## config.mk

```make
export PLATFORM = sky130hd
export DESIGN_NAME = serial_ctl2
export DESIGN_NICKNAME = d
export VERILOG_FILES = /design/src/rtl/serial_ctl2_pkg.sv /design/src/rtl/serial_ctl2.sv
export SDC_FILE = /design/constraint.sdc
export NUM_CORES = 1
export LEC_CHECK = 0
export BUFFER_PORTS_ARGS = -buffer_cell sky130_fd_sc_hd__buf_2
export CAP_MARGIN = 20
export CORE_MARGIN = 1
export CORE_UTILIZATION = 56
export DETAILED_ROUTE_END_ITERATION = 8
export PLACE_DENSITY = 0.79
export SYNTH_ARGS = -nofsm -noshare
export SYNTH_HDL_FRONTEND = slang
export SYNTH_SLANG_ARGS = --single-unit
```

## constraint.sdc

```tcl
create_clock -name clk -period 3.2 [get_ports clk]
set_clock_uncertainty 0.1 [all_clocks]
set_input_delay 0.16 -clock clk [delete_from_list [all_inputs] [get_ports clk]]
set_output_delay 0.16 -clock clk [all_outputs]
set_load 0.005 [all_outputs]
```

## src/rtl/serial_ctl2_pkg.sv

```systemverilog
// constants for the audio/error control block
package serial_ctl2_pkg;
    localparam logic [7:0] ctrl1_addr = 8'h00;
    localparam logic [7:0] ctrl2_addr = 8'h04;
    localparam logic [7:0] status_addr = 8'h08;
    localparam logic [7:0] mask_addr = 8'h0c;
    localparam logic [7:0] rxdata_addr = 8'h10;
    localparam logic [7:0] txdata_addr = 8'h14;
    localparam int sign_ext_bit = 15;
    localparam int frm_en_bit = 12;
    localparam int rov_en_bit = 11;
    localparam int tur_en_bit = 10;
    localparam int ign_rov_bit = 9;
    localparam int ign_tur_bit = 8;
    localparam int aud_en_bit = 7;
    localparam int mono_bit = 3;
    localparam int mod_lo_bit = 0;
    localparam int on_bit = 0;
    localparam logic [31:0] ctrl2_mask = 32'h0000_9f8b;
    localparam logic [31:0] ctrl2_locked = 32'h0000_008b;
    localparam logic [31:0] ctrl2_reset = 32'h0000_0000;
    localparam logic [2:0] irq_bits = 3'h7;
    localparam logic [1:0] resp_okay = 2'h0;
    localparam logic [1:0] resp_slverr = 2'h2;
    localparam logic [1:0] mode_i2s = 2'h0;
    localparam logic [1:0] mode_left = 2'h1;
    localparam logic [1:0] mode_right = 2'h2;
    localparam logic [1:0] mode_pcm = 2'h3;
endpackage

```

## src/rtl/serial_ctl2.sv

```systemverilog
// serial port with second control register, audio framing and error events
`timescale 1ns/1ps
`default_nettype none
// Contract
// - sign-extend set: rx words widen with sign bit; clear: zero filled
// - frame error raises error event only when its enable is set
// - rx overflow raises error event only when its enable is set
// - tx underrun raises error event only when its enable is set
// - ignore overflow set: held rx data is kept, new word dropped
// - ignore overflow clear: overflow halts serial operation
// - ignore underrun set: zeros shifted until tx buffer refills
// - ignore underrun clear: underrun halts serial operation
// - audio enable selects codec framing, clear gives plain serial
// - mono sends each word that opens on a left slot in both left and right slots
// - protocol select 00 i2s, 01 left, 10 right, 11 pcm
// - audio enable, mono, protocol fields writable only while module off
// - mono and protocol select act only while audio enable is set
// - unimplemented bits read as zero
module serial_ctl2 #(
    parameter int width = 16
) (
    input wire logic clk, // 50 mhz clock
    input wire logic rst, // sync reset, high
    input wire logic [7:0] s_axi_awaddr, // write address
    input wire logic s_axi_awvalid, // write address valid
    output logic s_axi_awready, // write address ready
    input wire logic [31:0] s_axi_wdata, // write data
    input wire logic [3:0] s_axi_wstrb, // write strobes
    input wire logic s_axi_wvalid, // write data valid
    output logic s_axi_wready, // write data ready
    output logic [1:0] s_axi_bresp, // write response
    output logic s_axi_bvalid, // write response valid
    input wire logic s_axi_bready, // write response ready
    input wire logic [7:0] s_axi_araddr, // read address
    input wire logic s_axi_arvalid, // read address valid
    output logic s_axi_arready, // read address ready
    output logic [31:0] s_axi_rdata, // read data
    output logic [1:0] s_axi_rresp, // read response
    output logic s_axi_rvalid, // read data valid
    input wire logic s_axi_rready, // read data ready
    input wire logic sck, // link bit clock from peer
    input wire logic frame, // frame / word select from peer
    input wire logic sdi, // serial data in
    output logic sdo, // serial data out
    output logic irq // error interrupt level
);
    typedef struct packed {
        logic aw_got;
        logic w_got;
        logic [7:0] awaddr;
        logic [31:0] wdata;
        logic [3:0] wstrb;
        logic awready;
        logic wready;
        logic bvalid;
        logic [1:0] bresp;
        logic arready;
        logic rvalid;
        logic [31:0] rdata;
        logic [1:0] rresp;
        logic on;
        logic halted;
        logic [31:0] ctrl2;
        logic [2:0] status;
        logic [2:0] mask;
        logic [2:0] sck_s;
        logic [2:0] frm_s;
        logic [1:0] sdi_s;
        logic [width-1:0] rx_sh;
        logic [width-1:0] rx_hold;
        logic rx_full;
        logic [width-1:0] tx_sh;
        logic [width-1:0] tx_buf;
        logic tx_full;
        logic [7:0] bitcnt;
        logic right_slot;
        logic sdo;
        logic irq;
    } state_type;

    state_type q_r, q_nxt;

    logic aud, mono, sck_rise, sck_fall, frm_edge, word_done, frm_err;
    logic [1:0] amode;
    logic [31:0] rx_word;
    logic [31:0] wmask;

    always_comb begin
        q_nxt = q_r;
        aud = q_r.ctrl2[serial_ctl2_pkg::aud_en_bit];
        mono = aud & q_r.ctrl2[serial_ctl2_pkg::mono_bit];
        // plain serial ignores the audio fields and starts on the word's first edge
        amode = aud ? q_r.ctrl2[serial_ctl2_pkg::mod_lo_bit +: 2] :
            serial_ctl2_pkg::mode_left;
        wmask = {{8{q_r.wstrb[3]}}, {8{q_r.wstrb[2]}}, {8{q_r.wstrb[1]}}, {8{q_r.wstrb[0]}}};
        // sign extension of held receive word
        if (q_r.ctrl2[serial_ctl2_pkg::sign_ext_bit]) begin
            rx_word = {{(32 - width){q_r.rx_hold[width-1]}}, q_r.rx_hold};
        end else begin
            rx_word = {{(32 - width){1'b0}}, q_r.rx_hold};
        end
        // link sampling, two flops before use
        q_nxt.sck_s = {q_r.sck_s[1:0], sck};
        q_nxt.frm_s = {q_r.frm_s[1:0], frame};
        q_nxt.sdi_s = {q_r.sdi_s[0], sdi};
        sck_rise = q_r.sck_s[1] & ~q_r.sck_s[2];
        sck_fall = ~q_r.sck_s[1] & q_r.sck_s[2];
        frm_edge = q_r.frm_s[1] ^ q_r.frm_s[2];
        word_done = 1'b0;
        frm_err = 1'b0;
        if (q_r.on && !q_r.halted) begin
            // word boundary: frame edge in audio mode starts a slot
            if (sck_fall && frm_edge) begin
                if (aud && q_r.bitcnt != 8'(width) && q_r.bitcnt != 8'h00) begin
                    frm_err = 1'b1;
                end
                q_nxt.bitcnt = 8'h00;
                q_nxt.right_slot = aud ? q_r.frm_s[1] : 1'b0;
                // pcm and left justified start immediately; i2s waits one bit
                if (!q_r.tx_full) begin
                    q_nxt.tx_sh = '0;
                    if (!q_r.ctrl2[serial_ctl2_pkg::ign_tur_bit]) begin
                        q_nxt.halted = 1'b1;
                    end
                    if (q_r.ctrl2[serial_ctl2_pkg::tur_en_bit]) begin
                        q_nxt.status[2] = 1'b1;
                    end
                end else begin
                    q_nxt.tx_sh = q_r.tx_buf;
                    if (!(mono && !q_r.frm_s[1])) begin
                        q_nxt.tx_full = 1'b0;
                    end
                end
                if (amode == serial_ctl2_pkg::mode_i2s ||
                    amode == serial_ctl2_pkg::mode_right) begin
                    q_nxt.sdo = 1'b0;
                end else begin
                    q_nxt.sdo = q_nxt.tx_sh[width-1];
                    q_nxt.tx_sh = {q_nxt.tx_sh[width-2:0], 1'b0};
                end
            end else if (sck_fall) begin
                q_nxt.sdo = q_r.tx_sh[width-1];
                q_nxt.tx_sh = {q_r.tx_sh[width-2:0], 1'b0};
            end
            if (sck_rise && q_r.bitcnt != 8'(width)) begin
                q_nxt.rx_sh = {q_r.rx_sh[width-2:0], q_r.sdi_s[1]};
                q_nxt.bitcnt = q_r.bitcnt + 8'h01;
                word_done = (q_r.bitcnt == 8'(width - 1));
            end
            if (word_done) begin
                if (!q_r.rx_full) begin
                    q_nxt.rx_hold = q_nxt.rx_sh;
                    q_nxt.rx_full = 1'b1;
                end else begin
                    // held word is kept either way; the new one is lost
                    if (!q_r.ctrl2[serial_ctl2_pkg::ign_rov_bit]) begin
                        q_nxt.halted = 1'b1;
                    end
                    q_nxt.status[1] = q_r.ctrl2[serial_ctl2_pkg::rov_en_bit] | q_r.status[1];
                end
            end
        end
        if (frm_err && q_r.ctrl2[serial_ctl2_pkg::frm_en_bit]) begin
            q_nxt.status[0] = 1'b1;
        end
        // axi write path
        if (s_axi_awvalid && q_r.awready) begin
            q_nxt.aw_got = 1'b1;
            q_nxt.awaddr = s_axi_awaddr;
            q_nxt.awready = 1'b0;
        end
        if (s_axi_wvalid && q_r.wready) begin
            q_nxt.w_got = 1'b1;
            q_nxt.wdata = s_axi_wdata;
            q_nxt.wstrb = s_axi_wstrb;
            q_nxt.wready = 1'b0;
        end
        if (q_r.aw_got && q_r.w_got && !q_r.bvalid) begin
            q_nxt.aw_got = 1'b0;
            q_nxt.w_got = 1'b0;
            q_nxt.bvalid = 1'b1;
            q_nxt.bresp = serial_ctl2_pkg::resp_okay;
            case (q_r.awaddr)
                serial_ctl2_pkg::ctrl1_addr: begin
                    if (q_r.wstrb[0]) begin
                        q_nxt.on = q_r.wdata[serial_ctl2_pkg::on_bit];
                        if (!q_r.wdata[serial_ctl2_pkg::on_bit]) begin
                            q_nxt.halted = 1'b0;
                            q_nxt.bitcnt = 8'h00;
                        end
                    end
                end
                serial_ctl2_pkg::ctrl2_addr: begin
                    // locked fields hold while the module is on
                    q_nxt.ctrl2 = (q_r.ctrl2 & ~(wmask & serial_ctl2_pkg::ctrl2_mask &
                        ~(q_r.on ? serial_ctl2_pkg::ctrl2_locked : 32'h0))) |
                        (q_r.wdata & wmask & serial_ctl2_pkg::ctrl2_mask &
                        ~(q_r.on ? serial_ctl2_pkg::ctrl2_locked : 32'h0));
                end
                serial_ctl2_pkg::status_addr: begin
                    // new events this cycle win over the clear
                    if (q_r.wstrb[0]) begin
                        q_nxt.status = q_nxt.status & ~(q_r.wdata[2:0] &
                            ~(q_nxt.status & ~q_r.status));
                    end
                end
                serial_ctl2_pkg::mask_addr: begin
                    if (q_r.wstrb[0]) begin
                        q_nxt.mask = q_r.wdata[2:0] & serial_ctl2_pkg::irq_bits;
                    end
                end
                serial_ctl2_pkg::txdata_addr: begin
                    q_nxt.tx_buf = q_r.wdata[width-1:0];
                    q_nxt.tx_full = 1'b1;
                end
                default: begin
                    q_nxt.bresp = serial_ctl2_pkg::resp_slverr;
                end
            endcase
        end
        if (q_r.bvalid && s_axi_bready) begin
            q_nxt.bvalid = 1'b0;
            q_nxt.awready = 1'b1;
            q_nxt.wready = 1'b1;
        end
        // axi read path
        if (s_axi_arvalid && q_r.arready) begin
            q_nxt.arready = 1'b0;
            q_nxt.rvalid = 1'b1;
            q_nxt.rresp = serial_ctl2_pkg::resp_okay;
            case (s_axi_araddr)
                serial_ctl2_pkg::ctrl1_addr: q_nxt.rdata = {30'h0, q_r.halted, q_r.on};
                serial_ctl2_pkg::ctrl2_addr: begin
                    q_nxt.rdata = q_r.ctrl2 & serial_ctl2_pkg::ctrl2_mask;
                end
                serial_ctl2_pkg::status_addr: q_nxt.rdata = {29'h0, q_r.status};
                serial_ctl2_pkg::mask_addr: q_nxt.rdata = {29'h0, q_r.mask};
                serial_ctl2_pkg::rxdata_addr: begin
                    q_nxt.rdata = rx_word;
                    q_nxt.rx_full = 1'b0;
                end
                default: begin
                    q_nxt.rdata = 32'h0;
                    q_nxt.rresp = serial_ctl2_pkg::resp_slverr;
                end
            endcase
        end
        if (q_r.rvalid && s_axi_rready) begin
            q_nxt.rvalid = 1'b0;
            q_nxt.arready = 1'b1;
        end
        q_nxt.irq = |(q_nxt.status & q_nxt.mask);
        if (rst) begin
            q_nxt = '0;
            q_nxt.ctrl2 = serial_ctl2_pkg::ctrl2_reset;
            q_nxt.awready = 1'b1;
            q_nxt.wready = 1'b1;
            q_nxt.arready = 1'b1;
        end
    end

    always_ff @(posedge clk) begin
        q_r <= q_nxt;
    end

    assign s_axi_awready = q_r.awready;
    assign s_axi_wready = q_r.wready;
    assign s_axi_bvalid = q_r.bvalid;
    assign s_axi_bresp = q_r.bresp;
    assign s_axi_arready = q_r.arready;
    assign s_axi_rvalid = q_r.rvalid;
    assign s_axi_rdata = q_r.rdata;
    assign s_axi_rresp = q_r.rresp;
    assign sdo = q_r.sdo;
    assign irq = q_r.irq;

    a_reserved_zero: assert property (@(posedge clk) disable iff (rst)
        (q_r.ctrl2 & ~serial_ctl2_pkg::ctrl2_mask) == 32'h0)
        else $error("reserved control bits set");
    a_lock_while_on: assert property (@(posedge clk) disable iff (rst)
        q_r.on && $past(q_r.on) |-> $stable(q_r.ctrl2 & serial_ctl2_pkg::ctrl2_locked))
        else $error("locked field changed while on");
    a_rov_halt: assert property (@(posedge clk) disable iff (rst)
        word_done && q_r.rx_full && !q_r.ctrl2[serial_ctl2_pkg::ign_rov_bit] |=> q_r.halted)
        else $error("overflow did not halt");
    a_rov_keep: assert property (@(posedge clk) disable iff (rst)
        word_done && q_r.rx_full |=> $stable(q_r.rx_hold))
        else $error("held rx word overwritten");
    a_rov_event: assert property (@(posedge clk) disable iff (rst)
        word_done && q_r.rx_full && q_r.ctrl2[serial_ctl2_pkg::rov_en_bit]
        |=> q_r.status[1])
        else $error("overflow event missing");
    a_frm_noevent: assert property (@(posedge clk) disable iff (rst)
        !q_r.status[0] && !q_r.ctrl2[serial_ctl2_pkg::frm_en_bit] |=> !q_r.status[0])
        else $error("frame event while disabled");
    a_tur_halt: assert property (@(posedge clk) disable iff (rst)
        sck_fall && frm_edge && q_r.on && !q_r.halted && !q_r.tx_full && !mono &&
        !q_r.ctrl2[serial_ctl2_pkg::ign_tur_bit] |=> q_r.halted)
        else $error("underrun did not halt");
    a_tur_zero: assert property (@(posedge clk) disable iff (rst)
        sck_fall && frm_edge && q_r.on && !q_r.halted && !q_r.tx_full && !mono
        |=> q_r.tx_sh == '0)
        else $error("underrun not zero filled");
    a_irq_level: assert property (@(posedge clk) disable iff (rst)
        q_r.irq == |(q_r.status & q_r.mask))
        else $error("irq level wrong");
    // error events and halting
    a_frm_event: assert property (@(posedge clk) disable iff (rst)
        frm_err && q_r.ctrl2[serial_ctl2_pkg::frm_en_bit] |=> q_r.status[0])
        else $error("frame event missing");
    a_rov_noevent: assert property (@(posedge clk) disable iff (rst)
        !q_r.status[1] && !q_r.ctrl2[serial_ctl2_pkg::rov_en_bit] |=> !q_r.status[1])
        else $error("overflow event while disabled");
    a_tur_event: assert property (@(posedge clk) disable iff (rst)
        sck_fall && frm_edge && q_r.on && !q_r.halted && !q_r.tx_full &&
        q_r.ctrl2[serial_ctl2_pkg::tur_en_bit] |=> q_r.status[2])
        else $error("underrun event missing");
    a_tur_noevent: assert property (@(posedge clk) disable iff (rst)
        !q_r.status[2] && !q_r.ctrl2[serial_ctl2_pkg::tur_en_bit] |=> !q_r.status[2])
        else $error("underrun event while disabled");
    a_halt_freeze: assert property (@(posedge clk) disable iff (rst)
        q_r.halted |=> $stable(q_r.rx_sh) && $stable(q_r.tx_sh))
        else $error("shifting while halted");
    // receive word widening
    a_rx_sign_fill: assert property (@(posedge clk) disable iff (rst)
        s_axi_arvalid && q_r.arready && s_axi_araddr == serial_ctl2_pkg::rxdata_addr &&
        q_r.ctrl2[serial_ctl2_pkg::sign_ext_bit]
        |=> q_r.rdata[31:width] == {(32 - width){q_r.rdata[width-1]}})
        else $error("rx word not sign extended");
    a_rx_zero_fill: assert property (@(posedge clk) disable iff (rst)
        s_axi_arvalid && q_r.arready && s_axi_araddr == serial_ctl2_pkg::rxdata_addr &&
        !q_r.ctrl2[serial_ctl2_pkg::sign_ext_bit] |=> q_r.rdata[31:width] == '0)
        else $error("rx word not zero filled");
    // slot framing and control register reset
    a_plain_lead: assert property (@(posedge clk) disable iff (rst)
        sck_fall && frm_edge && q_r.on && !q_r.halted && !aud && q_r.tx_full
        |=> q_r.sdo == $past(q_r.tx_buf[width-1]))
        else $error("plain serial word did not start at once");
    a_i2s_lead: assert property (@(posedge clk) disable iff (rst)
        sck_fall && frm_edge && q_r.on && !q_r.halted && aud &&
        amode == serial_ctl2_pkg::mode_i2s |=> !q_r.sdo)
        else $error("i2s slot did not open with a delay bit");
    a_mono_hold: assert property (@(posedge clk) disable iff (rst)
        sck_fall && frm_edge && q_r.on && !q_r.halted && mono && !q_r.frm_s[1] &&
        q_r.tx_full |=> q_r.tx_full)
        else $error("mono left slot consumed the word");
    a_ctrl2_reset: assert property (@(posedge clk) disable iff (rst)
        $fell(rst) |-> q_r.ctrl2 == serial_ctl2_pkg::ctrl2_reset)
        else $error("control register not cleared by reset");
    c_write_ctrl2: cover property (@(posedge clk) q_r.aw_got && q_r.w_got &&
        q_r.awaddr == serial_ctl2_pkg::ctrl2_addr);
    c_rx_word: cover property (@(posedge clk) word_done && !q_r.rx_full);
    c_overflow: cover property (@(posedge clk) word_done && q_r.rx_full);
    c_irq: cover property (@(posedge clk) q_r.irq);
    c_mono_right: cover property (@(posedge clk) mono && q_r.right_slot && sck_fall);
endmodule
`default_nettype wire

```

* Word-level counts from Yosys, hierarchy flattened
Cells that the tools add are included.
** Storage, ports and cells
- Flip-flop bits (word level) :: 194
- Input bits :: 62
- Output and inout port bits :: 43
- Logic and storage cells :: 157
** Cells by class
- $add $sub $neg :: 1
- Eq/ne operators :: 11
- Mux-type cells :: 57
- Bitwise logic cells :: 22
- Reduce and logical (&&, ||, !) cells :: 35
** Operators with widths (count)
- $pmux 32 s5 :: 1
- $mux 16 :: 5
- $and 16x32->32 :: 2
- $mux 32 :: 2
- $eq 8x4->1 const B :: 5
- $mux 8 :: 5
- $mux 39 :: 1
- $and 32x32->32 :: 1
- $not 32->32 :: 1
- $not 8->32 :: 1
- $or 32x32->32 :: 1
- $mux 1 :: 31
- $mux 17 :: 1
- $and 16x16->16 :: 1
- $eq 8x3->1 const B :: 2
- $eq 8x5->1 const B :: 2
- $logic_not 8->1 :: 2
- $logic_and 1x1->1 :: 14
- $and 3x3->3 :: 4
- $mux 3 :: 4
- $mux 11 :: 1
- $mux 10 :: 1
- $reduce_or 5->1 :: 2
- $mux 9 :: 1
- other kinds (18) :: 35

* Depth between registers and ports, before layout
Gate-level depths: netlist of the first run.
- Depth in word-level cells :: 18
- Gate-level depth with buffers :: 8
- Depth with buffers taken out :: 7

* Worst setup path after synthesis of the first run
OpenSTA, ideal clock, no wires.
- Kind :: reg2reg
- Start point :: reg q_r[203] (netlist bit)
- End point :: reg q_r (netlist bit irq)
- Library setup time :: 0.079 ns
- Data arrival time :: 2.083 ns
- Required time :: 3.021 ns
- Path slack :: 0.938 ns
- Cell stages (with the launch flop) :: 7
- Buffers on the path :: 1
- Clock period less this slack :: 2.262 ns
- Path through :: dfxtp_1 > or4_4 > or4_1 > clkbuf_1 > mux2i_1 > or4_1 > o211ai_1
** On the way
- Word-level cells in the longest chain between the ends :: 5
- Elaborated cells between the ends (all ways) :: 7
- Those cells by class :: eq/ne (2); mux (3); bitwise (1); reduce/logical (1)
** Ends and longest elaborated chain
- start: declaration :: line serial_ctl2.sv:81 : state_type q_r, q_nxt;
- start signal: assignment :: line serial_ctl2.sv:263 : q_r <= q_nxt;
- $eq 8x4->1 :: line serial_ctl2.sv:183 : case (q_r.awaddr)
- $mux 3 :: line serial_ctl2.sv:183
- $mux 39 * :: line serial_ctl2.sv:178 : if (q_r.aw_got && q_r.w_got && !q_r.bvalid) begin
- $and 3x3->3 * :: line serial_ctl2.sv:252 : q_nxt.irq = |(q_nxt.status & q_nxt.mask);
- $reduce_or 3->1 * :: line serial_ctl2.sv:252
Every way passes the cells marked *; elsewhere a longest branch is shown, timed or not.
A chain may end at the register's enable or synchronous reset.

* Final worst setup path of the first run
- Start point :: reg q_r[210] (netlist bit)
- End point :: reg q_r (netlist bit irq)
** On the way
- Word-level cells in the longest chain between the ends :: 5
** Ends and longest elaborated chain (line)
- $logic_and 1x1->1 (2 in series) :: serial_ctl2.sv:178
- $mux 39 :: serial_ctl2.sv:178
- $and 3x3->3 :: serial_ctl2.sv:252
- $reduce_or 3->1 :: serial_ctl2.sv:252
Every way passes these cells.

==> results of run 1 <==
## timing repair
item	4_1_cts	5_1_grt
hold endpoints to repair	35	0
buffers inserted	0	0
hold buffers	42	0
## stage by stage
step / worst slack (ps) / area, um2
after CTS: 772 / 7840
final: 732 / 7840
after global routing: 650 / 7840
after detailed placement: 787 / 6830
after floorplan: 938 / 6580
after global placement: 809 / 6830
## power groups by stage
| stage | combinational [mW] | clock, mW | sequential [mW] |
|---|---|---|---|
| 2_1_floorplan | 0.121 | 0 | 2.01 |
| 3_3_place_gp | 0.165 | 0 | 2.02 |
| 3_5_place_dp | 0.172 | 0 | 2.02 |
| 4_1_cts | 0.214 | 1.99 | 1.98 |
| 5_1_grt | 0.241 | 2.09 | 1.99 |
| 6_report | 0.221 | 1.99 | 1.98 |
## layout make-up
type,instances,area [um2]
repair buffers,136,918
well taps,143,179
clock inverters,7,90.1
flip-flops and latches,154,3080
fillers,836,3580
multi-input cells,491,3030
clock buffers,23,498
inverters,9,33.8
## routing by layer
metal / global-route usage / wire length (um) / up-vias / part of all wire
li1: - / - / 2701 / -
met3: 0.0635 / 746 / 48 / 0.049
met2: 0.441 / 7520 / 170 / 0.49
met5: 0 / 0 / - / 0
met1: 0.311 / 6430 / 2620 / 0.42
met4: 0.156 / 591 / 0 / 0.039
## cells by family after synthesis
logic type	share of synthesized area
buffers and inverters	0.0767
muxes	0.127
AOI/OAI and AO/OA	0.123
DFF	0.469
adders and majority gates	0.00380
and+or+nand+nor	0.197
xor gates and xnor gates	0.00266
other	0.000570
## worst paths after layout
check	depth (start not counted)	slack, ps	to	start
setup / recovery	5	730	irq$_SDFF_PP0_	q_r[210]$_SDFFE_PP0P_
hold / removal	3	50	s_axi_rresp[1]$_SDFFE_PP0P_	s_axi_araddr[5]
setup reg to reg	5	730	irq$_SDFF_PP0_	q_r[210]$_SDFFE_PP0P_
hold reg to reg	1	340	q_r[83]$_SDFF_PP0_	q_r[82]$_SDFF_PP0_
## synthesized netlist by cell type (5+ instances only)
cell | count | area, um2
sky130_fd_sc_hd__nand2b_1 | 7 | 43.8
sky130_fd_sc_hd__inv_1 | 9 | 33.8
sky130_fd_sc_hd__mux2i_1 | 78 | 781
sky130_fd_sc_hd__buf_2 | 7 | 35.0
sky130_fd_sc_hd__buf_4 | 38 | 285
sky130_fd_sc_hd__clkbuf_1 | 40 | 150
sky130_fd_sc_hd__nor2b_1 | 11 | 68.8
sky130_fd_sc_hd__nor2_1 | 103 | 387
sky130_fd_sc_hd__and3_1 | 6 | 37.5
sky130_fd_sc_hd__o21ai_0 | 5 | 25.0
sky130_fd_sc_hd__or4_1 | 7 | 52.6
sky130_fd_sc_hd__a31oi_1 | 5 | 31.3
sky130_fd_sc_hd__nand2_1 | 68 | 255
sky130_fd_sc_hd__a21oi_1 | 63 | 315
sky130_fd_sc_hd__dfxtp_1 | 154 | 3080
sky130_fd_sc_hd__a211oi_1 | 37 | 278
sky130_fd_sc_hd__mux2_2 | 5 | 56.3
sky130_fd_sc_hd__a222oi_1 | 7 | 70.1
sky130_fd_sc_hd__nand3_1 | 20 | 100
sky130_fd_sc_hd__nor3_1 | 28 | 140
## layout by cell type, fill, tap and decap left out, types with 2 or more instances in the layout
cell type / count
sky130_fd_sc_hd__or4_4: 2
sky130_fd_sc_hd__dlygate4sd3_1: 42
sky130_fd_sc_hd__and3_1: 6
sky130_fd_sc_hd__nor4_2: 2
sky130_fd_sc_hd__and2_1: 3
sky130_fd_sc_hd__xor2_1: 2
sky130_fd_sc_hd__mux2_2: 5
sky130_fd_sc_hd__bufinv_16: 2
sky130_fd_sc_hd__clkbuf_8: 5
sky130_fd_sc_hd__a211oi_1: 37
sky130_fd_sc_hd__nor3_1: 28
sky130_fd_sc_hd__clkbuf_16: 17
sky130_fd_sc_hd__nor2_1: 103
sky130_fd_sc_hd__nand3b_1: 3
sky130_fd_sc_hd__or4_1: 7
sky130_fd_sc_hd__mux2i_1: 78
sky130_fd_sc_hd__dfxtp_1: 154
sky130_fd_sc_hd__nand3_1: 20
sky130_fd_sc_hd__o21ai_0: 5
sky130_fd_sc_hd__buf_2: 83
sky130_fd_sc_hd__nand2_1: 68
sky130_fd_sc_hd__nand2b_1: 7
sky130_fd_sc_hd__nor4_1: 4
sky130_fd_sc_hd__ha_1: 2
sky130_fd_sc_hd__a31oi_1: 4
sky130_fd_sc_hd__a21oi_1: 63
sky130_fd_sc_hd__clkinv_2: 3
sky130_fd_sc_hd__inv_1: 9
sky130_fd_sc_hd__nor2b_1: 10
sky130_fd_sc_hd__conb_1: 2
sky130_fd_sc_hd__clkinvlp_4: 2
sky130_fd_sc_hd__or3_1: 3
sky130_fd_sc_hd__a222oi_1: 7
sky130_fd_sc_hd__buf_4: 11
sky130_fd_sc_hd__a221o_1: 3
sky130_fd_sc_hd__nand4_1: 2
## worst max-delay path: cells and delay by family (launching register included)
family | cells | cell delay, ps
simple gates | 3 | 1610
flops | 1 | 390
mux | 1 | 180
compound gates | 1 | 110
==> flow_metrics.env, run 1 <==
export IMPL_share_comb_of_total_power=0.053
export IMPL_switching_share=0.215
export IMPL_cp_common_cell="sky130_fd_sc_hd__or4_1"
export IMPL_clock_tree_from_tritoncts="done"
export IMPL_path_class_of_the_lowest_slack_min_delay_path="in -> reg"
export IMPL_critPathMaxStageDelay_ps=650
export IMPL_post_route_min_period_ps=2470
export IMPL_pwr_total_mw=4.20
export IMPL_gp_congestion=0.801
export IMPL_power_switching_mw=0.903
export IMPL_drt_pass1_iter_count=5
export IMPL_nNetsFinal=873
export IMPL_max_flop_register="q_r"
export IMPL_antenna_violations_before_repair=0
export IMPL_path_cells="or4bb_1 > or4_1 > mux2i_1 > or4_1 > o211ai_1"
export IMPL_setup_violations_final=0
export IMPL_grt_max_degree=57
export IMPL_synth_yosys_seq_area_share=0.469
export IMPL_post_cts_resized=0
export IMPL_setup_total_negative_slack_ps=0
export IMPL_finalNonFillerCells=963
export IMPL_postLayoutCoreUtil=0.686
export IMPL_via_per_inst=5.75
export IMPL_yosys_warnings=0
export IMPL_fp_dieArea_um2=12200
export IMPL_number_of_hold_violations_in_the_final_report=0
export IMPL_total_clock_buffers_created_by_cts=17
export IMPL_total_i_o_pin_count=105
export IMPL_fp_coreArea_um2=11400
export IMPL_clkSlewWorstSetupHoldPaths_ps=60
export IMPL_p_clk_frac=0.474
export IMPL_route_detailed_wl_per_inst_um=15.9
export IMPL_cts_htree_levels=4
export IMPL_fmax_mhz=405
export IMPL_core_rowCount=39
export IMPL_p_int_mw=3.29
export IMPL_synth_distinct_cells=43
export IMPL_power_ir_vdd_worst_mv=0.393
export IMPL_synth_async_reset_ratio=0
export IMPL_synth_edf_count=0
export IMPL_globalRoute_totalOverflow=0
export IMPL_arrival_time_at_the_worst_endpoint_ps=2710
export IMPL_synthesis_area_per_instance_um2=8.91
export IMPL_cells_after_synth=738
export IMPL_largest_register_ffs=121
export IMPL_chipHeight_um=110
export IMPL_tightest_pin_transition_ps=815
export IMPL_synth_ff_latch_count=154
export IMPL_drc=0
export IMPL_critPathSlowestCell="sky130_fd_sc_hd__or4_1"
export IMPL_root_buffer="sky130_fd_sc_hd__clkbuf_16"
export IMPL_status="finished clean"
export IMPL_placement_io_buffers=84
export IMPL_relative_slew_slack=0.452
export IMPL_clk_insertion_delay_late_ps=420
export IMPL_setup_worst_path_class="reg -> reg"
export IMPL_number_of_vias_after_detailed_routing=5539
export IMPL_drt_first_iter_violations=448
export IMPL_placed_cells_incl_taps=891
export IMPL_final_min_period_over_clock_period=0.771
export IMPL_max_cap_viol_count=0
export IMPL_cts_sinks=154
export IMPL_grt_usage=0.265
export IMPL_worst_hold_slack_ps=47.1
export IMPL_global_route_wire_length_before_repair_mm=24.5
export IMPL_timing_critical_path_required_ps=3450
export IMPL_initial_utilization=0.576
export IMPL_cell_area_power_density_nw_per_um2=535
export IMPL_leakagePower_nw=3.05
export IMPL_maximum_fanout_count_along_the_critical_path=4
export IMPL_setup_repair_after_global_routing_missed_its_margin="no"
export IMPL_route_final_wire_length_mm=15.3
export IMPL_die_width_um=110
export IMPL_areaGrowthSynthToFinish_pct=19.2
export IMPL_setup_worst_path_end_class="register"
export IMPL_synth_area_um2=6580
export IMPL_cts_max_path_buffers=2
export IMPL_share_of_cells_above_drive_strength_1=0.170
export IMPL_num_antenna_cells=0
export IMPL_worst_setup_path_start_kind="register"
export IMPL_antenna_violating_nets_post_route=0
export IMPL_via_count_of_the_first_global_routing_pass=5251
export IMPL_sequential_share_of_power=0.473
export IMPL_dpl_hpwl_mm=9.60
export IMPL_finalMaxSlewViolations=0
export IMPL_synth_ff_type="sky130_fd_sc_hd__dfxtp_1"
No activity file was read; power rests on OpenSTA's default activity.
==> inputs of run 2 (changes only) <==
--- a/config.mk
+++ b/config.mk
@@ -8,9 +8,9 @@
 export BUFFER_PORTS_ARGS = -buffer_cell sky130_fd_sc_hd__buf_2
 export CAP_MARGIN = 20
 export CORE_MARGIN = 1
-export CORE_UTILIZATION = 56
+export CORE_UTILIZATION = 51
 export DETAILED_ROUTE_END_ITERATION = 8
-export PLACE_DENSITY = 0.79
+export PLACE_DENSITY = 0.76
 export SYNTH_ARGS = -nofsm -noshare
 export SYNTH_HDL_FRONTEND = slang
 export SYNTH_SLANG_ARGS = --single-unit
==> constraint.sdc (replaced) <==
create_clock -name clk -period 2.05 [get_ports clk]
set_clock_uncertainty 0.1 [all_clocks]
set_input_delay 0.1025 -clock clk [delete_from_list [all_inputs] [get_ports clk]]
set_output_delay 0.1025 -clock clk [all_outputs]
set_load 0.005 [all_outputs]
==> run 2 against run 1 <==
Effect of this change: the run now ends with negative setup slack left; via count increased by 5.4%; global-route usage is 1.8 points lower; hold slack got worse by 18 ps; design area grew 8.4%; worst setup slack got worse by 970 ps; final cell count rose by 8.7%; non-clock buffer count grew 53; sequential power grew 56%; core utilization is 1.3 points lower; fmax grew 8.0%; wire length grew 10%; count of clock-buffer cells in the layout up 3.
==> flow_metrics.env, run 2 (same netlist as run 1, synthesis figures left out) <==
export IMPL_setup_total_negative_slack_ps=-3610
export IMPL_worstPathBufferInverterCount=0
export IMPL_critPathMaxStageDelay_ps=550
export IMPL_drt_first_iter_violations=400
export IMPL_power_ir_vdd_worst_mv=0.570
export IMPL_setup_violations_final=32
export IMPL_num_fill_cells=959
export IMPL_placement_io_buffers=84
export IMPL_power_switching_mw=1.43
export IMPL_largest_register_ffs=121
export IMPL_num_antenna_cells=0
export IMPL_chipHeight_um=116
export IMPL_global_route_wire_length_before_repair_mm=25.4
export IMPL_cts_sinks=154
export IMPL_status="complete, but fails checks"
export IMPL_path_class_of_the_lowest_slack_min_delay_path="in -> reg"
export IMPL_share_of_cells_above_drive_strength_1=0.230
export IMPL_clk_insertion_delay_late_ps=420
export IMPL_cts_htree_levels=4
export IMPL_max_flop_register="q_r"
export IMPL_antenna_violating_nets_post_route=0
export IMPL_maximum_fanout_count_along_the_critical_path=10
export IMPL_gp_congestion=0.904
export IMPL_worst_setup_path_start_kind="register"
export IMPL_route_detailed_wl_per_inst_um=16.0
export IMPL_multi_input_area_um2=3130
export IMPL_path_delay_family="simple AND/OR/NAND/NOR gates"
export IMPL_route_final_wire_length_mm=16.8
export IMPL_via_per_inst=5.57
export IMPL_cp_common_cell="sky130_fd_sc_hd__or4_4"
export IMPL_areaGrowthSynthToFinish_pct=29.1
export IMPL_setup_worst_path_class="reg -> reg"
export IMPL_worst_slack_ps=-236
export IMPL_timing_critical_path_required_ps=2240
export IMPL_post_route_min_period_ps=2290
export IMPL_clock_tree_from_tritoncts="done"
export IMPL_die_width_um=116
export IMPL_violations="negative setup slack"
export IMPL_setup_worst_path_end_class="register"
export IMPL_clkSlewWorstSetupHoldPaths_ps=60
export IMPL_final_cell_mix="148 x sky130_fd_sc_hd__dfxtp_1, 102 x sky130_fd_sc_hd__nor2_1, 83 x sky130_fd_sc_hd__buf_2"
export IMPL_register_area_um2=3090
export IMPL_antenna_violations_before_repair=0
export IMPL_path_cells="or4_4 > or3_4 > or4_4 > o21bai_4 > a211oi_1"
export IMPL_max_cap_viol_count=0
export IMPL_fmax_mhz=437
export IMPL_cts_max_path_buffers=2
export IMPL_relative_slew_slack=0.525
export IMPL_p_int_mw=5.04
export IMPL_tightest_pin_transition_ps=710
export IMPL_nNetsFinal=926
export IMPL_initial_utilization=0.521
export IMPL_switching_share=0.221
export IMPL_pwr_total_mw=6.46
export IMPL_share_comb_of_total_power=0.061
export IMPL_fp_dieArea_um2=13400
export IMPL_grt_usage=0.248
export IMPL_fp_coreArea_um2=12600
export IMPL_sequential_share_of_power=0.479
export IMPL_grt_max_degree=69
export IMPL_number_of_vias_after_detailed_routing=5836
export IMPL_arrival_time_at_the_worst_endpoint_ps=2480
export IMPL_globalRoute_totalOverflow=0
export IMPL_p_clk_frac=0.460
export IMPL_critPathSlowestCell="sky130_fd_sc_hd__or4_4"
export IMPL_leakagePower_nw=3.36
export IMPL_cell_area_power_density_nw_per_um2=761
export IMPL_number_of_hold_violations_in_the_final_report=0
export IMPL_dpl_hpwl_mm=10.2
export IMPL_finalMaxSlewViolations=0
export IMPL_final_min_period_over_clock_period=1.12
export IMPL_total_clock_buffers_created_by_cts=17
export IMPL_drt_pass1_iter_count=7
export IMPL_root_buffer="sky130_fd_sc_hd__clkbuf_16"
export IMPL_total_i_o_pin_count=105
export IMPL_via_count_of_the_first_global_routing_pass=5279
export IMPL_mostFrequentLayoutCell="sky130_fd_sc_hd__dfxtp_1"
export IMPL_setup_repair_after_global_routing_missed_its_margin="yes"
export IMPL_core_rowCount=41
export IMPL_drc=0
run 2: cell types whose count changed in the layout (fill, tap and decap cells not counted), moves of 3 or more:
cell | before | now
sky130_fd_sc_hd__a211oi_1 | 37 | 32
sky130_fd_sc_hd__dfxtp_1 | 154 | 148
sky130_fd_sc_hd__buf_12 | 0 | 7
sky130_fd_sc_hd__clkbuf_1 | 1 | 5
sky130_fd_sc_hd__dlygate4sd3_1 | 42 | 50
sky130_fd_sc_hd__buf_4 | 11 | 46
sky130_fd_sc_hd__a211oi_2 | 0 | 5
sky130_fd_sc_hd__or4_4 | 2 | 5
sky130_fd_sc_hd__or4_1 | 7 | 4
sky130_fd_sc_hd__dfxtp_2 | 0 | 6
run 2: power groups by stage:
stage	Sequential (mW)	Combinational, mW	Clock, mW
finish	3.09	0.393	2.98
global route	3.10	0.431	3.14
CTS	3.09	0.374	2.99
detailed placement	3.16	0.293	0
global placement	3.15	0.285	0
floorplan	3.14	0.190	0
run 2: layer usage:
metal | GRT usage | share of wire | up-vias
met3 | 0.0539 | 0.034 | 34
met5 | 0 | 0 | -
met1 | 0.295 | 0.43 | 2838
met2 | 0.428 | 0.51 | 156
li1 | - | - | 2808
met4 | 0.110 | 0.022 | 0
run 2: cell type report:
cell class	count	share of cell area
clock buffer	26	0.0588
clock inverter	6	0.00737
inverter	9	0.00398
multi-input combinational	491	0.368
sequential	154	0.364
tap	172	0.0253
timing repair buffer	189	0.172
run 2: worst reg2reg max path, stage by stage, from the launching register on:
cell                       delay [ps]
sky130_fd_sc_hd__dfxtp_2          320
sky130_fd_sc_hd__or4_4            550
sky130_fd_sc_hd__or3_4            350
sky130_fd_sc_hd__or4_4            450
sky130_fd_sc_hd__o21bai_4         280
sky130_fd_sc_hd__a211oi_1         110
run 2: worst paths after layout:
check	startpoint	end	slack (ps)	depth (start not counted)
worst min register to register	q_r[77]$_SDFF_PP0_	q_r[78]$_SDFF_PP0_	340	1
worst min-delay path	rst	irq$_SDFF_PP0_	30	3
worst max register to register	q_r[209]$_SDFFE_PP0P_	q_r[8]$_SDFF_PP0_	-240	5
worst max-delay path	q_r[209]$_SDFFE_PP0P_	q_r[8]$_SDFF_PP0_	-240	5
run 2: timing repair:
item / 4_1_cts / 5_1_grt
gates resized for setup: 3 / 20
cloned: 0 / 3
hold endpoints to repair: 49 / 0
buffers inserted: 3 / 14
pin swaps: 5 / 7
hold buffers: 50 / 0
setup endpoints to repair: 38 / 47
run 2: metrics by stage:
step / instances / util / cell area, um2 / worst slack [ps] / hold WS [ps]
finish: 1047 / 0.673 / 8490 / -236 / 29.4
global route: 1047 / 0.673 / 8490 / -290 / 62.7
CTS: 1031 / 0.652 / 8230 / -195 / 16.0
detailed placement: 946 / 0.566 / 7140 / -247 / 216
global placement: 946 / 0.566 / 7140 / -169 / 208
floorplan: 739 / - / 6610 / -156 / 103
==> inputs of run 3 (changes only) <==
--- a/config.mk
+++ b/config.mk
@@ -7,7 +7,7 @@
 export LEC_CHECK = 0
 export BUFFER_PORTS_ARGS = -buffer_cell sky130_fd_sc_hd__buf_2
 export CAP_MARGIN = 20
-export CORE_MARGIN = 1
+export CORE_MARGIN = 2
 export CORE_UTILIZATION = 51
 export DETAILED_ROUTE_END_ITERATION = 8
 export PLACE_DENSITY = 0.76
==> run 3 against run 2 <==
Effect of this change: the run still ends with negative setup slack left; fmax increased by 1.6%; first-iteration DRC count increased by 22%; highest routed layer unchanged; largest cell class unchanged; critical path depth unchanged; sequential power about the same; sequential share of layout area increased by 0.22 points; critical path type unchanged; count of clock-buffer cells in the layout decreased by 1.
==> flow_metrics.env, run 3 (same netlist as run 1, synthesis figures left out) <==
export IMPL_status="complete, but fails checks"
export IMPL_violations="negative setup slack"
export IMPL_final_min_period_over_clock_period=1.10
export IMPL_mostFrequentLayoutCell="sky130_fd_sc_hd__dfxtp_1"
export IMPL_antenna_violations_before_repair=0
export IMPL_core_rowCount=41
export IMPL_placement_setup_worst_slack_ps=-219
export IMPL_grt_max_degree=64
export IMPL_register_area_um2=3090
export IMPL_worstPathBufferInverterCount=0
export IMPL_largest_register_ffs=121
export IMPL_num_antenna_cells=0
export IMPL_critPathMaxStageDelay_ps=550
export IMPL_worst_slack_ps=-200
export IMPL_setup_worst_path_end_class="register"
export IMPL_dpl_hpwl_mm=10.1
export IMPL_fp_dieArea_um2=13800
export IMPL_max_flop_register="q_r"
export IMPL_startpoint_of_the_most_critical_setup_path="q_r[209]$_SDFFE_PP0P_"
export IMPL_num_fill_cells=955
export IMPL_root_buffer="sky130_fd_sc_hd__clkbuf_16"
export IMPL_worstSetupEndpoint="q_r[9]$_SDFF_PP0_"
export IMPL_placement_io_buffers=84
export IMPL_clock_tree_from_tritoncts="done"
export IMPL_max_cap_viol_count=0
export IMPL_worst_r2r_setup_slack_ps=-200
export IMPL_cts_htree_levels=4
export IMPL_cp_common_cell="sky130_fd_sc_hd__or4_4"
export IMPL_number_of_vias_after_detailed_routing=5781
export IMPL_fp_coreArea_um2=12600
export IMPL_placed_cells_incl_taps=948
export IMPL_cell_area_power_density_nw_per_um2=772
export IMPL_fmax_mhz=444
export IMPL_grt_usage=0.235
export IMPL_total_clock_buffers_created_by_cts=17
export IMPL_drc=0
export IMPL_final_cell_mix="149 x sky130_fd_sc_hd__dfxtp_1, 103 x sky130_fd_sc_hd__nor2_1, 83 x sky130_fd_sc_hd__buf_2"
export IMPL_post_route_min_period_ps=2250
export IMPL_critPathSlowestCell="sky130_fd_sc_hd__or4_4"
export IMPL_finalNonFillerCells=1035
export IMPL_setup_violations_final=18
export IMPL_initial_utilization=0.521
export IMPL_total_i_o_pin_count=105
export IMPL_clkSlewWorstSetupHoldPaths_ps=60
export IMPL_multi_input_area_um2=3150
export IMPL_number_of_hold_violations_in_the_final_report=0
export IMPL_power_ir_vdd_worst_mv=0.660
export IMPL_arrival_time_at_the_worst_endpoint_ps=2450
export IMPL_globalRoute_totalOverflow=0
export IMPL_setup_repair_after_global_routing_missed_its_margin="yes"
export IMPL_share_of_cells_above_drive_strength_1=0.233
export IMPL_route_detailed_wl_per_inst_um=16.2
export IMPL_drt_pass1_iter_count=7
export IMPL_path_cells="or4_4 > or3_4 > or4_4 > o21bai_4 > nor2b_1"
export IMPL_count_of_cell_instances_traversed_by_the_critical_path=5
export IMPL_global_route_wire_length_before_repair_mm=26.5
export IMPL_clk_insertion_delay_late_ps=420
export IMPL_maximum_fanout_count_along_the_critical_path=5
export IMPL_cts_max_path_buffers=2
export IMPL_nNetsFinal=914
export IMPL_relative_slew_slack=0.550
export IMPL_antenna_violating_nets_post_route=0
export IMPL_path_delay_family="simple AND/OR/NAND/NOR gates"
export IMPL_chipHeight_um=118
export IMPL_via_per_inst=5.59
export IMPL_setup_worst_path_class="reg -> reg"
export IMPL_path_class_of_the_lowest_slack_min_delay_path="in -> reg"
export IMPL_route_final_wire_length_mm=16.7
export IMPL_finalMaxSlewViolations=0
export IMPL_via_count_of_the_first_global_routing_pass=5498
export IMPL_gp_congestion=0.936
export IMPL_drt_first_iter_violations=489
export IMPL_die_width_um=118
export IMPL_cts_sinks=154
export IMPL_areaGrowthSynthToFinish_pct=28.3
export IMPL_worst_r2r_endpoint="q_r[9]$_SDFF_PP0_"
export IMPL_worst_setup_path_start_kind="register"
export IMPL_worstRegToRegCells=5
export IMPL_reg2reg_from="q_r[209]$_SDFFE_PP0P_"
export IMPL_timing_critical_path_required_ps=2250
export IMPL_leakagePower_nw=3.32
export IMPL_tightest_pin_transition_ps=658
run 3: changes by cell type in the layout (fill, tap and decap cells not counted), moves of 3 or more:
cell                            before  now
sky130_fd_sc_hd__clkbuf_1            5    2
sky130_fd_sc_hd__a211oi_2            5    9
sky130_fd_sc_hd__buf_4              46   35
sky130_fd_sc_hd__dlygate4sd3_1      50   46
sky130_fd_sc_hd__a211oi_1           32   28
run 3: final cells by class:
class | count | share of cell area
clock buffer | 25 | 0.0611
clock inverter | 7 | 0.00742
inverter | 9 | 0.00400
multi-input combinational | 492 | 0.374
sequential | 154 | 0.366
tap | 172 | 0.0255
timing repair buffer | 176 | 0.162
run 3: worst min path at each step:
stage | startpoint | endpoint | slack (ps) | cells after the start
after floorplan | s_axi_wvalid | s_axi_wready$_SDFFE_PP1P_ | 100 | 1
after global placement | s_axi_wvalid | s_axi_wready$_SDFFE_PP1P_ | 210 | 2
after detailed placement | frame | q_r[79]$_SDFF_PP0_ | 220 | 2
after CTS | s_axi_awvalid | q_r[211]$_SDFFE_PP0P_ | 60 | 3
after global routing | s_axi_awvalid | q_r[211]$_SDFFE_PP0P_ | 100 | 3
final | s_axi_awvalid | q_r[211]$_SDFFE_PP0P_ | 90 | 3
run 3: power by group:
part,switching (mW),internal (mW),leakage [nW]
Sequential,0.0478,3.05,1.25
Combinational,0.199,0.191,1.78
Clock,1.18,1.85,0.289
Total,1.42,5.09,3.32
run 3: layer usage:
metal | routed length (um) | track usage | up-vias
met5 | 0 | 0 | -
met4 | 534 | 0.110 | 0
met3 | 699 | 0.0484 | 51
met2 | 8250 | 0.400 | 174
met1 | 7250 | 0.284 | 2761
li1 | - | - | 2795
run 3: stage by stage:
step	total power [mW]	instance area (um2)	TNS [ps]	utilization	hold WS, ps
after floorplan	3.33	6610	-861	-	103
after global placement	3.45	7160	-1890	0.568	209
after detailed placement	3.46	7160	-2980	0.568	219
after CTS	6.52	8270	-1820	0.655	58.4
after global routing	6.71	8440	-4150	0.669	99.4
final	6.52	8440	-2350	0.669	92.2
run 3: worst reg2reg max path, stage by stage, from the launching register on:
cell and delay, ps:
sky130_fd_sc_hd__dfxtp_2 310, sky130_fd_sc_hd__or4_4 550, sky130_fd_sc_hd__or3_4 350, sky130_fd_sc_hd__or4_4 480
sky130_fd_sc_hd__o21bai_4 260, sky130_fd_sc_hd__nor2b_1 90
run 3: what timing repair did:
action,CTS,global route
resized for setup,8,17
pin swaps,3,4
endpoints found under the hold margin,35,0
gates cloned,1,4
setup buffers,2,3
endpoints found under the setup margin,32,36
hold buffers,46,0
